**src/core/ext_bus_map.svh**
```systemverilog
// constants for the external memory strobe bus: field positions, reset values, phase lengths
// assumes inclusion by bare name from the package and design files
`ifndef EXT_BUS_MAP_SVH
`define EXT_BUS_MAP_SVH
`define ADDR_W          16
`define LOW_W           8
`define UPPER_LSB       8
`define UPPER_MSB       15
`define STROBE_IDLE     1'b1
`define RW_IDLE         1'b1
`define ROMLESS_DEFAULT 1'b1
`define PHASE_CYC       2'h1
`endif

```
**src/core/ext_bus_pkg.sv**
```systemverilog
// types for the external memory strobe bus
// assumes ext_bus_map.svh is on the include path
`include "ext_bus_map.svh"
package ext_bus_pkg;
    typedef enum logic [2:0] {
        ST_IDLE, ST_ADDR, ST_LATCH, ST_TURN, ST_DATA, ST_DONE
    } cycle_state_t;
    typedef logic [`ADDR_W-1:0] bus_addr_t;
    typedef logic [`LOW_W-1:0]  bus_byte_t;
endpackage : ext_bus_pkg

```
**src/core/pin_drive_if.sv**
```systemverilog
// carrier between the sequencer and the pin stage: wanted pin values and enables
// assumes a single clock domain
`timescale 1ns/1ps
interface pin_drive_if;
    logic       as_n;     // wanted address strobe
    logic       ds_n;     // wanted data strobe
    logic       rw;       // wanted direction
    logic [7:0] low_out;  // wanted low port value
    logic       low_oe;   // low port drive
    logic [7:0] upper;    // upper address
    logic       ctl_en;   // strobe pins enabled
    logic       rw_en;    // direction pin enabled
    modport seq (output as_n, ds_n, rw, low_out, low_oe, upper, ctl_en, rw_en);
    modport pins (input as_n, ds_n, rw, low_out, low_oe, upper, ctl_en, rw_en);
endinterface : pin_drive_if

```
**src/core/pin_stage.sv**
```systemverilog
// registered pin stage: every pad signal leaves from a flip-flop
// assumes the sequencer drives the interface; float removes every enable at once
`timescale 1ns/1ps
`include "ext_bus_map.svh"
module pin_stage
    import ext_bus_pkg::*;
(
    input  wire logic   ref_clk,           // core clock
    input  wire logic   nrst,              // async reset, active low
    input  wire logic   float_bus,         // software float request
    pin_drive_if.pins   drv,               // wanted values
    output logic        as_o,              // address strobe level
    output logic        as_oe,             // address strobe enable
    output logic        ds_o,              // data strobe level
    output logic        ds_oe,             // data strobe enable
    output logic        rw_o,              // direction level
    output logic        rw_oe,             // direction enable
    output logic [7:0]  low_o,             // low port level
    output logic [7:0]  low_oe,            // low port enables
    output logic [7:0]  up_o,              // upper port level
    output logic [7:0]  up_oe              // upper port enables
);
    logic [7:0] low_oe_next;
    logic [7:0] up_oe_next;
    logic       as_oe_next, ds_oe_next, rw_oe_next;

    // float takes all pins together, a half-floated bus would confuse latches
    always_comb begin
        as_oe_next  = drv.ctl_en & ~float_bus;                  // [RULE8]
        ds_oe_next  = drv.ctl_en & ~float_bus;                  // [RULE8]
        rw_oe_next  = drv.rw_en & ~float_bus;                   // [RULE8]
        up_oe_next  = {8{drv.ctl_en & ~float_bus}};             // [RULE8]
        low_oe_next = {8{drv.low_oe & drv.ctl_en & ~float_bus}};   // [RULE8]
    end

    always_ff @(posedge ref_clk or negedge nrst) begin
        if (!nrst) begin
            as_o   <= `STROBE_IDLE;
            ds_o   <= `STROBE_IDLE;
            rw_o   <= `RW_IDLE;
            low_o  <= 8'h00;
            up_o   <= 8'h00;
            as_oe  <= 1'b0;
            ds_oe  <= 1'b0;
            rw_oe  <= 1'b0;
            low_oe <= 8'h00;
            up_oe  <= 8'h00;
        end else begin
            as_o   <= drv.as_n;
            ds_o   <= drv.ds_n;
            rw_o   <= drv.rw;
            low_o  <= drv.low_out;
            up_o   <= drv.upper;
            as_oe  <= as_oe_next;
            ds_oe  <= ds_oe_next;
            rw_oe  <= rw_oe_next;
            low_oe <= low_oe_next;
            up_oe  <= up_oe_next;
        end
    end
endmodule : pin_stage

```
**src/core/read_capture.sv**
```systemverilog
// read data capture at the data strobe's trailing edge
// assumes the far side holds read data valid before the strobe rises
`timescale 1ns/1ps
module read_capture
    import ext_bus_pkg::*;
(
    input  wire logic      ref_clk,       // core clock
    input  wire logic      nrst,          // async reset, active low
    input  wire logic      sample,        // one-cycle strobe-rise pulse
    input  wire bus_byte_t low_i,         // low port input
    output bus_byte_t      data_reg,      // captured byte
    output logic           valid_reg      // one-cycle done pulse
);
    bus_byte_t data_next;
    logic      valid_next;

    // hold last byte until the next external read completes
    always_comb begin
        data_next  = sample ? low_i : data_reg;   // [RULE5]
        valid_next = sample;
    end

    always_ff @(posedge ref_clk or negedge nrst) begin
        if (!nrst) begin
            data_reg  <= 8'h00;
            valid_reg <= 1'b0;
        end else begin
            data_reg  <= data_next;
            valid_reg <= valid_next;
        end
    end
endmodule : read_capture

```
**src/core/ext_bus_ctrl.sv**
```systemverilog
// external memory strobe bus sequencer: frames each cycle with the strobes
// assumes the core holds its request fields until done is seen; one clock domain
`timescale 1ns/1ps
`include "ext_bus_map.svh"
// Summary of operation
// RULE1 - address strobe pulses low exactly once at the start of each cycle
// RULE2 - address, direction and data-memory flag stable before address strobe rises
// RULE3 - data strobe times every low-port data transfer of an external cycle
// RULE4 - in writes, write data already driven when data strobe falls
// RULE5 - in reads, memory presents data before data strobe rises; sampled there
// RULE6 - internal memory accesses keep data strobe high through the whole cycle
// RULE7 - direction line low for external writes, high for everything else
// RULE8 - software float puts strobes, direction and both ports in high impedance
// RULE9 - romless variant has both strobes active right after reset
// RULE10 - romless variant keeps direction pin off after reset until software enables it
// RULE11 - sixteen lines from low and upper ports form a 64 Kbyte address
// RULE12 - low port carries muxed address/data bits, upper port address bits 8 to 15
// RULE13 - low address held until after address strobe rises, then port turns to data
module ext_bus_ctrl
    import ext_bus_pkg::*;
(
    input  wire logic      ref_clk,         // core clock, 100 MHz
    input  wire logic      nrst,            // async reset, active low
    input  wire logic      romless,         // variant strap, high for no program memory
    input  wire logic      bus_enable,      // software enables strobes on rom parts
    input  wire logic      rw_enable,       // software enables direction pin
    input  wire logic      float_bus,       // software float request
    input  wire logic      req,             // core requests a memory cycle
    input  wire logic      req_write,       // cycle is a write
    input  wire logic      req_internal,    // cycle targets on-chip memory
    input  wire logic      req_data_mem,    // data-memory flag for the cycle
    input  wire bus_addr_t req_addr,        // cycle address
    input  wire bus_byte_t req_wdata,       // write data
    input  wire bus_byte_t low_i,           // low port input
    output logic           busy,            // cycle in progress
    output logic           done,            // one-cycle completion pulse
    output bus_byte_t      rdata,           // read byte
    output logic           data_mem,        // data-memory indication
    output logic           addr_strobe_n_o, // address strobe level
    output logic           addr_strobe_n_oe,// address strobe enable
    output logic           data_strobe_n_o, // data strobe level
    output logic           data_strobe_n_oe,// data strobe enable
    output logic           rw_o,            // direction level
    output logic           rw_oe,           // direction enable
    output bus_byte_t      low_muxed_port_o,   // low port level
    output bus_byte_t      low_muxed_port_oe,  // low port enables
    output bus_byte_t      upper_address_port_o,  // upper port level
    output bus_byte_t      upper_address_port_oe  // upper port enables
);
    pin_drive_if drv ();

    cycle_state_t state_reg, state_next;
    bus_addr_t    addr_reg, addr_next;
    bus_byte_t    wdata_reg, wdata_next;
    logic         write_reg, write_next;
    logic         intl_reg, intl_next;
    logic         dmem_reg, dmem_next;
    logic         strap_reg, strap_next;
    logic         strap_seen_reg, strap_seen_next;
    logic         busy_reg, busy_next;
    logic         sample;
    logic         rdone;

    // strap caught by a clock after reset release, never under the reset itself
    always_comb begin
        strap_seen_next = 1'b1;
        strap_next      = strap_seen_reg ? strap_reg : romless;
    end

    always_ff @(posedge ref_clk or negedge nrst) begin
        if (!nrst) begin
            strap_reg      <= `ROMLESS_DEFAULT;
            strap_seen_reg <= 1'b0;
        end else begin
            strap_reg      <= strap_next;
            strap_seen_reg <= strap_seen_next;
        end
    end

    // cycle sequencer: addr phase, strobe rise, turn, data phase, done
    always_comb begin
        state_next = state_reg;
        addr_next  = addr_reg;
        wdata_next = wdata_reg;
        write_next = write_reg;
        intl_next  = intl_reg;
        dmem_next  = dmem_reg;
        busy_next  = busy_reg;
        unique case (state_reg)
            ST_IDLE: begin
                if (req) begin
                    addr_next  = req_addr;          // [RULE2]
                    wdata_next = req_wdata;
                    write_next = req_write;
                    intl_next  = req_internal;
                    dmem_next  = req_data_mem;
                    busy_next  = 1'b1;
                    state_next = ST_ADDR;
                end
            end
            ST_ADDR:  state_next = ST_LATCH;
            ST_LATCH: state_next = ST_TURN;
            ST_TURN:  state_next = ST_DATA;
            ST_DATA:  state_next = ST_DONE;
            ST_DONE: begin
                busy_next  = 1'b0;
                state_next = ST_IDLE;
            end
        endcase
    end

    always_ff @(posedge ref_clk or negedge nrst) begin
        if (!nrst) begin
            state_reg <= ST_IDLE;
            addr_reg  <= 16'h0000;
            wdata_reg <= 8'h00;
            write_reg <= 1'b0;
            intl_reg  <= 1'b0;
            dmem_reg  <= 1'b0;
            busy_reg  <= 1'b0;
        end else begin
            state_reg <= state_next;
            addr_reg  <= addr_next;
            wdata_reg <= wdata_next;
            write_reg <= write_next;
            intl_reg  <= intl_next;
            dmem_reg  <= dmem_next;
            busy_reg  <= busy_next;
        end
    end

    // wanted pin values; pin_stage adds one register so pads lag state by one
    always_comb begin
        drv.as_n    = (state_reg == ST_ADDR) ? 1'b0 : `STROBE_IDLE;      // [RULE1]
        drv.ds_n    = ((state_reg == ST_DATA) && !intl_reg) ? 1'b0
                      : `STROBE_IDLE;                                    // [RULE3] [RULE6]
        drv.rw      = (busy_reg && write_reg && !intl_reg) ? 1'b0
                      : `RW_IDLE;                                        // [RULE7]
        drv.upper   = addr_reg[`UPPER_MSB:`UPPER_LSB];                   // [RULE11] [RULE12]
        // address stays through the strobe rise; write data is up a phase ahead of ds
        drv.low_out = (state_reg == ST_ADDR || state_reg == ST_LATCH)
                      ? addr_reg[`LOW_W-1:0] : wdata_reg;                // [RULE13] [RULE4]
        drv.low_oe  = (state_reg == ST_ADDR || state_reg == ST_LATCH)
                      || (busy_reg && write_reg && !intl_reg);           // [RULE13] [RULE4]
        drv.ctl_en  = strap_reg | bus_enable;                            // [RULE9]
        drv.rw_en   = rw_enable;                                         // [RULE10]
    end

    // pad ds rises one cycle after ST_DATA ends; sample then
    assign sample = (state_reg == ST_DONE) && !write_reg && !intl_reg;   // [RULE5]

    pin_stage u_pins (
        .ref_clk   (ref_clk),
        .nrst      (nrst),
        .float_bus (float_bus),
        .drv       (drv),
        .as_o      (addr_strobe_n_o),
        .as_oe     (addr_strobe_n_oe),
        .ds_o      (data_strobe_n_o),
        .ds_oe     (data_strobe_n_oe),
        .rw_o      (rw_o),
        .rw_oe     (rw_oe),
        .low_o     (low_muxed_port_o),
        .low_oe    (low_muxed_port_oe),
        .up_o      (upper_address_port_o),
        .up_oe     (upper_address_port_oe)
    );

    read_capture u_cap (
        .ref_clk   (ref_clk),
        .nrst      (nrst),
        .sample    (sample),
        .low_i     (low_i),
        .data_reg  (rdata),
        .valid_reg (rdone)
    );

    // status outputs straight from flip-flops
    logic data_mem_next;
    always_comb data_mem_next = dmem_reg;
    always_ff @(posedge ref_clk or negedge nrst) begin
        if (!nrst) begin
            data_mem <= 1'b0;
            done     <= 1'b0;
        end else begin
            data_mem <= data_mem_next;
            done     <= (state_reg == ST_DONE);
        end
    end
    assign busy = busy_reg;

    // helper: address strobe low pulses seen in the current cycle
    logic [1:0] as_cnt;
    always_ff @(posedge ref_clk or negedge nrst) begin
        if (!nrst) begin
            as_cnt <= 2'h0;
        end else if (state_reg == ST_IDLE) begin
            as_cnt <= 2'h0;
        end else if (!drv.as_n) begin
            as_cnt <= as_cnt + 2'h1;
        end
    end
endmodule : ext_bus_ctrl

```
**config.mk**
```make
export PLATFORM = sky130hd
export DESIGN_NAME = ext_bus_ctrl
export DESIGN_NICKNAME = d
export VERILOG_FILES = /design/src/core/ext_bus_pkg.sv /design/src/core/pin_drive_if.sv /design/src/core/pin_stage.sv /design/src/core/read_capture.sv /design/src/core/ext_bus_ctrl.sv
export VERILOG_INCLUDE_DIRS = /design/src /design/src/core
export SDC_FILE = /design/constraint.sdc
export NUM_CORES = 1
export LEC_CHECK = 0
export BUFFER_PORTS_ARGS = -buffer_cell sky130_fd_sc_hd__buf_2
export CAP_MARGIN = 30
export CORE_UTILIZATION = 49
export CTS_CLUSTER_DIAMETER = 80
export DETAILED_ROUTE_END_ITERATION = 6
export PLACE_DENSITY = 0.76
export SLEW_MARGIN = 10
export SYNTH_ARGS = -nofsm -noshare
export SYNTH_HDL_FRONTEND = slang
export SYNTH_SLANG_ARGS = --single-unit
export TNS_END_PERCENT = 5
```
**constraint.sdc**
```tcl
create_clock -name ref_clk -period 4.1 [get_ports ref_clk]
set_input_delay 1.025 -clock ref_clk [delete_from_list [all_inputs] [get_ports ref_clk]]
set_output_delay 1.025 -clock ref_clk [all_outputs]
set_load 0.02 [all_outputs]
```
==> results of run 1 <==
## power by group through the flow
stage	Combinational, mW	Sequential (mW)	Clock [mW]
6_report	0.976	1.11	0.551
2_1_floorplan	0.629	1.25	0
5_1_grt	1.05	1.15	0.595
4_1_cts	0.991	1.11	0.568
3_3_place_gp	0.967	1.10	0
3_5_place_dp	0.989	1.11	0
## metal layers
layer,track usage,share of wire
met1,0.2045,0.45
met3,0.08130,0.069
met4,0.07051,0.017
met2,0.2657,0.46
met5,0,0
## per-stage QoR
stage,cells,utilization,total power [mW]
after floorplan,155,-,1.882
after global placement,293,0.6005,2.071
after detailed placement,293,0.6005,2.102
after CTS,309,0.6434,2.670
after global routing,309,0.6434,2.796
final,309,0.6434,2.636
## worst max-delay path, stage by stage
cell,delay [ns]
buf_2,0.09
nor4b_4,0.49
buf_4,0.40
mux2_2,0.37
## cell usage in the layout (no fill, tap or decap), drive strengths merged
cell type | netlist | routed
and4bb | 1 | 1
conb | 1 | 1
nand2 | 3 | 3
clkbuf | 0 | 14
dfrtp | 61 | 61
a21oi | 1 | 1
nor4b | 1 | 1
nor2b | 2 | 2
xnor2 | 1 | 1
nand3b | 2 | 2
nand2b | 1 | 1
nor3 | 1 | 1
mux2 | 44 | 44
buf | 22 | 93
bufinv | 0 | 1
and2 | 2 | 2
nor2 | 6 | 6
clkinv | 0 | 1
o21ai | 2 | 2
dfstp | 4 | 4
## path summary, 6_finish.rpt
| path | slack [ns] | endpoint | startpoint |
|---|---|---|---|
| worst max register to register | 2.11 | addr_reg[1]$_DFFE_PN0P_ | state_reg[2]$_DFFE_PN0P_ |
| max in group asynchronous | 2.57 | addr_reg[7]$_DFFE_PN0P_ | nrst |
| worst min-delay path | 0.39 | u_pins.up_o[5]$_DFF_PN0_ | addr_reg[13]$_DFFE_PN0P_ |
| worst min register to register | 0.39 | u_pins.up_o[5]$_DFF_PN0_ | addr_reg[13]$_DFFE_PN0P_ |
| worst max-delay path | 1.95 | addr_reg[1]$_DFFE_PN0P_ | req |
| min in group asynchronous | 0.62 | u_pins.up_o[6]$_DFF_PN0_ | nrst |
## cell families (layout without fill, tap and decap cells)
| family | Yosys count | count (layout) | synth area share |
|---|---|---|---|
| compound gates | 3 | 3 | 0.005907 |
| xor+xnor | 1 | 1 | 0.003447 |
| buf+inv | 22 | 109 | 0.07681 |
| flops | 65 | 65 | 0.6420 |
| mux | 44 | 44 | 0.2230 |
| other cells | 1 | 1 | 0.001476 |
| simple gates | 19 | 19 | 0.04726 |
## final cells by class
type                    instances  area [µm²]  area share
well taps                      67       83.83     0.02688
clock buffers                  14       172.7     0.05536
clock inverters                 2       35.03     0.01123
repair buffers                 93       473.0      0.1516
multi-input cells              68       723.2      0.2318
flip-flops and latches         65        1632      0.5231
==> summary.md, run 1 <==
| Metric | Value |
|---|---|
| Wirelength per Cell | 13.25 µm |
| Top post-synthesis cells by area | dfrtp_1 (60%), mux2_4 (11%), mux2_2 (11%), buf_4 (5.0%), dfstp_2 (4.1%) |
| Full die area | 0.005478 mm² |
| Yosys top cell by area | dfrtp_1 |
| RD Place Congestion | 0.6873 |
| Largest net degree at the start of global routing | 48 |
| Max-slew headroom | 0.6086 |
| Synth Area per Inst | 16.39 µm² |
| Final Worst Setup Slack | 1.947 ns |
| DR iter-0 viols | 30 |
| Clock power frac | 0.209 |
| Critical Path RT | 4.32 ns |
| Postcts setup bufs | 0 |
| Post-synth EDFFs | 0 |
| Element type at the critical path start | input port |
| # clock sinks | 65 |
| Initial Utilization | 0.5241 |
| Fin area | 0.003119 mm² |
| Status | complete, no violations |
| Flops & latches, synth | 65 |
| Number of diodes | 0 |
| FMAX | 464.4 MHz |
| Post-cts sizing count | 0 |
| CTS Root Cell | clkbuf_8 |
| Cts bufs inserted | 9 |
| Crit path arrival time | 2.38 ns |
| DR DRC count | 0 |
| Antenna viol nets, final | 0 |
| Vias | 1,410 |
| Top post-synthesis cells by count | dfrtp_1 (61), mux2_2 (25), mux2_4 (19), buf_4 (17), nor2_1 (5) |
| Worst clock skew | 0.006378 ns |
| Min Hold Slack | 0.3872 ns |
| RSZ-0062 raised after global routing | no |
| Worst R2R Path Depth | 3 |
| Max clock buf depth | 2 |
| Switching share of power | 0.3296 |
| Hold Crit Class | register to register |
| # port buffers | 90 |
| H-tree levels | 3 |
| Rows | 25 |
| Worst slew pin tran | 0.5846 ns |
| Register area share after synthesis | 0.6420 |
| CTS tree | yes |
| Fill count | 367 |
| Initial antenna violation count | 0 |
| Die X | 74.02 µm |
| Main flop type after synthesis | dfrtp_1 |
| Internal cell power | 1.767 mW |
| Worst setup EP type | register |
| Die Height | 74.02 µm |
| Layout cell share with drive strength beyond 1 | 0.6488 |
| P&R area growth vs syn | 22.75% |
| Min cycle time layout | 2.153 ns |
| TNS Setup | 0 ns |
| Via-to-Cell Ratio | 4.563 |
| Reg clk slew, reported paths | 0.07 ns |
| Max reg flops | 16 |
| Worst skew pair latency | 0.33 ns |
| Gate count of the mapped netlist | 155 |
| GRT Total Usage | 0.1708 |
| Max Slew Vio Count | 0 |
| Peak fanout along the critical path | 16 |
| FFs w/ async S/R, synth | 1.000 |
| Seq pwr share | 0.421 |
| Total routed wirelength | 4.095 mm |
| Final number of hold-violating endpoints | 0 |
| Post-Syn Nets | 197 |
| Combinational share of power | 0.370 |
| Hold path depth | 0 |
| VDD IR max | 0.5334 mV |
| Global-route wire length before repair | 6.582 mm |
| I/O pin count | 91 |
| Vias in the first global route | 1,410 |
| Crit Path Category | input port to register |
| Sw Pwr | 868.6 µW |
| Synthesized cell area | 0.002541 mm² |
| Post-DP HPWL | 2.821 mm |
| Final #Nets | 279 |
| Crit share post-route | 0.5252 |
| Core area | 0.004848 mm² |
| Router iterations before antenna repair | 4 |
| Max-capacitance violation count | 0 |
| Dpl ws | 1.584 ns |
| Share of the synthesized area in the top cell type | 0.6007 |
| Placed cell area | 0.002912 mm² |
| Gr ovfl total | 0 |
| Synth unique cells | 22 |
| P_leak | 1.564 nW |
| Count leader, synth | dfrtp_1 |
| Final setup vio count | 0 |
| Pwr Density | 844.9 mW/mm² |
| Cts hold-fix bufs | 0 |
| YS warnings | 0 |
(Power assumes the default switching activity.)
==> run 2: changes to the inputs <==
clock period = 2.2 ns   (was 4.1 ns; I/O delays follow)
==> run 2 against run 1 <==
Effect of this change:
- worst hold slack got worse by 0.20 ns
- global-route usage shrank 0.60 points
- clock power up 79%
- routed wire length fell by 2.9%
- critical path depth down 1
- clock skew shrank 0.0022 ns
- die area did not move
- worst setup slack worse by 1.4 ns
- critical path type is now register to register
==> summary.md, run 2 (same netlist as run 1, synthesis figures left out) <==
| Metric | Value |
|---|---|
| Status | complete, no violations |
| Worst path max stage delay | 0.47 ns |
| Crit path arrival time | 1.88 ns |
| Post-cts sizing count | 0 |
| Critical Path RT | 2.41 ns |
| Hold Crit Class | input port to asynchronous set/reset pin |
| Initial antenna violation count | 0 |
| DR DRC count | 0 |
| Crit share post-route | 0.7557 |
| Peak fanout along the critical path | 8 |
| Die X | 74.02 µm |
| FMAX | 601.5 MHz |
| H-tree levels | 3 |
| GRT Total Usage | 0.1648 |
| Global-route wire length before repair | 6.403 mm |
| Rows | 25 |
| Worst slew pin tran | 0.5159 ns |
| Post-Layout Cell Count | 310 |
| Final setup vio count | 0 |
| # clock sinks | 65 |
| Max Slew Vio Count | 0 |
| Total routed wirelength | 3.975 mm |
| RD Place Congestion | 0.6963 |
| Via-to-Cell Ratio | 4.458 |
| Slowest cell on crit path | dfrtp_1 |
| Crit Path Category | register to register |
| Worst skew pair latency | 0.33 ns |
| Dpl ws | 0.4568 ns |
| Full die area | 0.005478 mm² |
| Reg clk slew, reported paths | 0.07 ns |
| Most common cell after layout, fill and taps aside | buf_2 |
| Commonest cells after routing, fill and taps aside | buf_2 (90), dfrtp_1 (61), mux2_2 (25), mux2_4 (19), clkbuf_8 (11) |
| CTS tree | yes |
| Max reg flops | 16 |
| Pwr Density | 1553 mW/mm² |
| Gr ovfl total | 0 |
| I/O pin count | 91 |
| Fill count | 379 |
| Cts hold-fix bufs | 0 |
| Final #Nets | 280 |
| Worst clock skew | 0.004172 ns |
| DR iter-0 viols | 39 |
| Crit-path cells | nor2b_1 > and4bb_1 > mux2_2 |
| Final Worst Setup Slack | 0.5375 ns |
| VDD IR max | 0.8821 mV |
| Cts bufs inserted | 9 |
| CTS Root Cell | clkbuf_8 |
| Element type at the critical path start | register |
| Total power | 4.863 mW |
| TNS Setup | 0 ns |
| Largest net degree at the start of global routing | 45 |
| # port buffers | 90 |
| Vias | 1,382 |
| Layout cell share with drive strength beyond 1 | 0.6502 |
| Min cycle time layout | 1.662 ns |
| P&R area growth vs syn | 23.19% |
| Max-slew headroom | 0.6561 |
| Max clock buf depth | 2 |
| Wirelength per Cell | 12.82 µm |
| Die Height | 74.02 µm |
| Number of diodes | 0 |
| Initial Utilization | 0.5241 |
| Max-capacitance violation count | 0 |
| Final number of hold-violating endpoints | 0 |
| RSZ-0062 raised after global routing | no |
| Antenna viol nets, final | 0 |
| Router iterations before antenna repair | 4 |
| P_leak | 1.570 nW |
| Vias in the first global route | 1,362 |
| Core area | 0.004848 mm² |
| Postcts setup bufs | 0 |
| Post-DP HPWL | 2.766 mm |
| Worst setup EP type | register |
| Placed instance count | 294 |
run 2: cell types whose count changed in the layout (fill, tap and decap cells not counted), sizes merged:
cell	previous run	this run
buf	93	94
clkbuf	14	13
clkinv	1	2
run 2: per-stage QoR:
step	utilization	hold slack [ns]	cell area [µm²]
2_1_floorplan	-	0.2544	2541
3_3_place_gp	0.6046	0.3591	2932
3_5_place_dp	0.6046	0.3643	2932
4_1_cts	0.6457	0.1767	3131
5_1_grt	0.6457	0.2052	3131
6_report	0.6457	0.1874	3131
run 2: power by group:
part | leakage (nW) | switching, mW | internal, mW
registers | 0.777 | 0.290 | 1.76
logic | 0.690 | 0.900 | 0.923
clock network | 0.103 | 0.404 | 0.582
total | 1.57 | 1.59 | 3.27
run 2: cell type report:
class,count,area [µm²],share of cell area
well taps,67,83.83,0.02678
repair buffers,94,493.0,0.1575
clock buffers,13,158.9,0.05076
multi-input cells,68,723.2,0.2310
clock inverters,3,40.04,0.01279
flip-flops and latches,65,1632,0.5212
run 2: path summary, 6_finish.rpt:
check,from,endpoint,slack (ns),depth (start not counted)
min,nrst,u_pins.up_o[6]$_DFF_PN0_,0.19,1
min reg2reg,addr_reg[11]$_DFFE_PN0P_,u_pins.up_o[3]$_DFF_PN0_,0.38,0
max reg2reg,state_reg[0]$_DFFE_PN0P_,u_cap.data_reg[0]$_DFFE_PN0P_,0.54,3
max,state_reg[0]$_DFFE_PN0P_,u_cap.data_reg[0]$_DFFE_PN0P_,0.54,3
min in group ref_clk,addr_reg[11]$_DFFE_PN0P_,u_pins.up_o[3]$_DFF_PN0_,0.38,0
max in group asynchronous,nrst,u_pins.as_o$_DFF_PN1_,1.35,2
run 2: layer usage:
metal  wire [µm]  vias to the layer above  GRT usage
met3         351                        6    0.08808
met1        1804                      649     0.2082
met4          49                        0    0.07051
met2        1770                       59     0.2364
met5           0                        -          0
li1            -                      668          -
run 2: worst max-delay path, delay by kind of cell, from the launching register on:
family / cells / cell delay (ns)
DFF: 1 / 0.47
and+or+nand+nor: 2 / 0.69
muxes: 1 / 0.38
==> run 3: changes to the inputs <==
clock period = 1.55 ns   (was 2.2 ns; I/O delays follow)
==> run 3 against run 2 <==
Effect of this change:
- register-to-register slack got worse by 0.48 ns
- power increased by 41%
- sequential power increased by 41%
- clock skew rose by 0.0020 ns
- largest cell class unchanged
==> summary.md, run 3 (same netlist as run 1, synthesis figures left out) <==
| Metric | Value |
|---|---|
| GRT Total Usage | 0.1693 |
| Worst path max stage delay | 0.45 ns |
| Critical Path RT | 1.76 ns |
| FMAX | 671.9 MHz |
| Via-to-Cell Ratio | 4.566 |
| Post-DP HPWL | 2.967 mm |
| DR iter-0 viols | 55 |
| CTS tree | yes |
| Vias | 1,443 |
| Worst setup EP type | register |
| Crit share post-route | 0.9602 |
| Full die area | 0.005478 mm² |
| Max clock buf depth | 2 |
| Flop2flop setup slack | 0.06 ns |
| H-tree levels | 3 |
| Wirelength per Cell | 12.95 µm |
| Initial Utilization | 0.5241 |
| Reg area | 0.001634 mm² |
| Cell family with most CP delay | flip-flops |
| Min cycle time layout | 1.488 ns |
| Crit Path Category | register to register |
| Die X | 74.02 µm |
| Antenna viol nets, final | 0 |
| Slowest cell on crit path | dfrtp_2 |
| Crit path arrival time | 1.69 ns |
| Router iterations before antenna repair | 3 |
| # clock sinks | 65 |
| VDD IR max | 0.9086 mV |
| Cts bufs inserted | 9 |
| Post-Layout Cell Count | 316 |
| Worst R2R Start | state_reg[1]$_DFFE_PN0P_ |
| Die Height | 74.02 µm |
| Worst clock skew | 0.006195 ns |
| Global-route wire length before repair | 6.596 mm |
| Hold Crit Class | input port to register |
| I/O pin count | 91 |
| Reg-to-reg endpoint | addr_reg[5]$_DFFE_PN0P_ |
| RD Place Congestion | 0.7074 |
| # port buffers | 90 |
| CTS Root Cell | clkbuf_8 |
| Worst R2R Path Depth | 3 |
| Status | complete, no violations |
| Largest net degree at the start of global routing | 27 |
| P&R area growth vs syn | 25.06% |
| Crit-path cells | nor4b_4 > buf_4 > mux2_2 |
| Layout cell share with drive strength beyond 1 | 0.6667 |
| Most common cell after layout, fill and taps aside | buf_2 |
| Cell depth of the worst setup path | 3 |
| Number of diodes | 0 |
| Fill count | 361 |
| Worst skew pair latency | 0.32 ns |
| Rows | 25 |
| DR DRC count | 0 |
| Final Worst Setup Slack | 0.06175 ns |
| Final number of hold-violating endpoints | 0 |
| Max reg flops | 16 |
| Postcts setup bufs | 0 |
| P_leak | 1.595 nW |
| Element type at the critical path start | register |
| RSZ-0062 raised after global routing | yes |
| Final setup vio count | 0 |
| Total routed wirelength | 4.091 mm |
| Gr ovfl total | 0 |
| Reg clk slew, reported paths | 0.06 ns |
| Placed instance count | 299 |
| Min Hold Slack | 0.2242 ns |
| WP buf/inv | 1 |
| Timing endpoint of the critical path | addr_reg[5]$_DFFE_PN0P_ |
| Critical path startpoint | state_reg[1]$_DFFE_PN0P_ |
| Placed cell area | 0.002982 mm² |
| Final #Nets | 286 |
| Dpl ws | -0.001312 ns |
| Max Slew Vio Count | 0 |
| Max-capacitance violation count | 0 |
| Core area | 0.004848 mm² |
| Multi-input combinational cell area | 725.7 µm² |
| Commonest cells after routing, fill and taps aside | buf_2 (90), dfrtp_1 (59), mux2_2 (25), mux2_4 (19), clkbuf_8 (11) |
| Vias in the first global route | 1,438 |
| Initial antenna violation count | 0 |
| Fin area | 0.003178 mm² |
| Pwr Density | 2150 mW/mm² |
| Peak fanout along the critical path | 6 |
-- run 3: layout make-up --
cell class | instances | area share
clock buffer | 13 | 0.05000
clock inverter | 3 | 0.004724
multi-input combinational | 68 | 0.2283
sequential | 65 | 0.5142
tap | 67 | 0.02638
timing repair buffer | 100 | 0.1764
-- run 3: what timing repair did --
action / in CTS / in global routing
hold endpoints to repair: 2 / 0
hold buffers: 1 / 0
resized for setup: 0 / 5
pin swaps: 0 / 1
endpoints found under the setup margin: 13 / 30
-- run 3: worst min-delay path by stage --
stage | start | to | slack [ns] | depth (start not counted)
final | float_bus | u_pins.rw_oe$_DFF_PN0_ | 0.22 | 2
after global routing | float_bus | u_pins.rw_oe$_DFF_PN0_ | 0.21 | 2
after CTS | float_bus | u_pins.rw_oe$_DFF_PN0_ | 0.21 | 2
after detailed placement | nrst | u_pins.up_o[1]$_DFF_PN0_ | 0.35 | 1
after global placement | nrst | u_pins.up_o[1]$_DFF_PN0_ | 0.35 | 1
after floorplan | nrst | addr_reg[0]$_DFFE_PN0P_ | 0.09 | 0
-- run 3: metrics by stage --
step	util	power [mW]	setup TNS (ns)
floorplan	-	4.978	0
global placement	0.6150	5.552	0
detailed placement	0.6150	5.642	-0.001312
CTS	0.6529	6.907	-0.1022
global route	0.6555	7.298	-0.02925
finish	0.6555	6.833	0
-- run 3: report_power, final --
part | total [mW] | switching, mW | internal [mW]
clock | 1.24 | 0.576 | 0.661
combinational | 2.71 | 1.33 | 1.38
sequential | 2.89 | 0.381 | 2.51
-- run 3: metal layers --
layer  wire length, µm  vias up  track usage
met5                 0        -            0
met4                82        0      0.09829
met3               252       10      0.05014
met2              1912       56       0.2596
met1              1844      691       0.2145
li1                  -      686            -
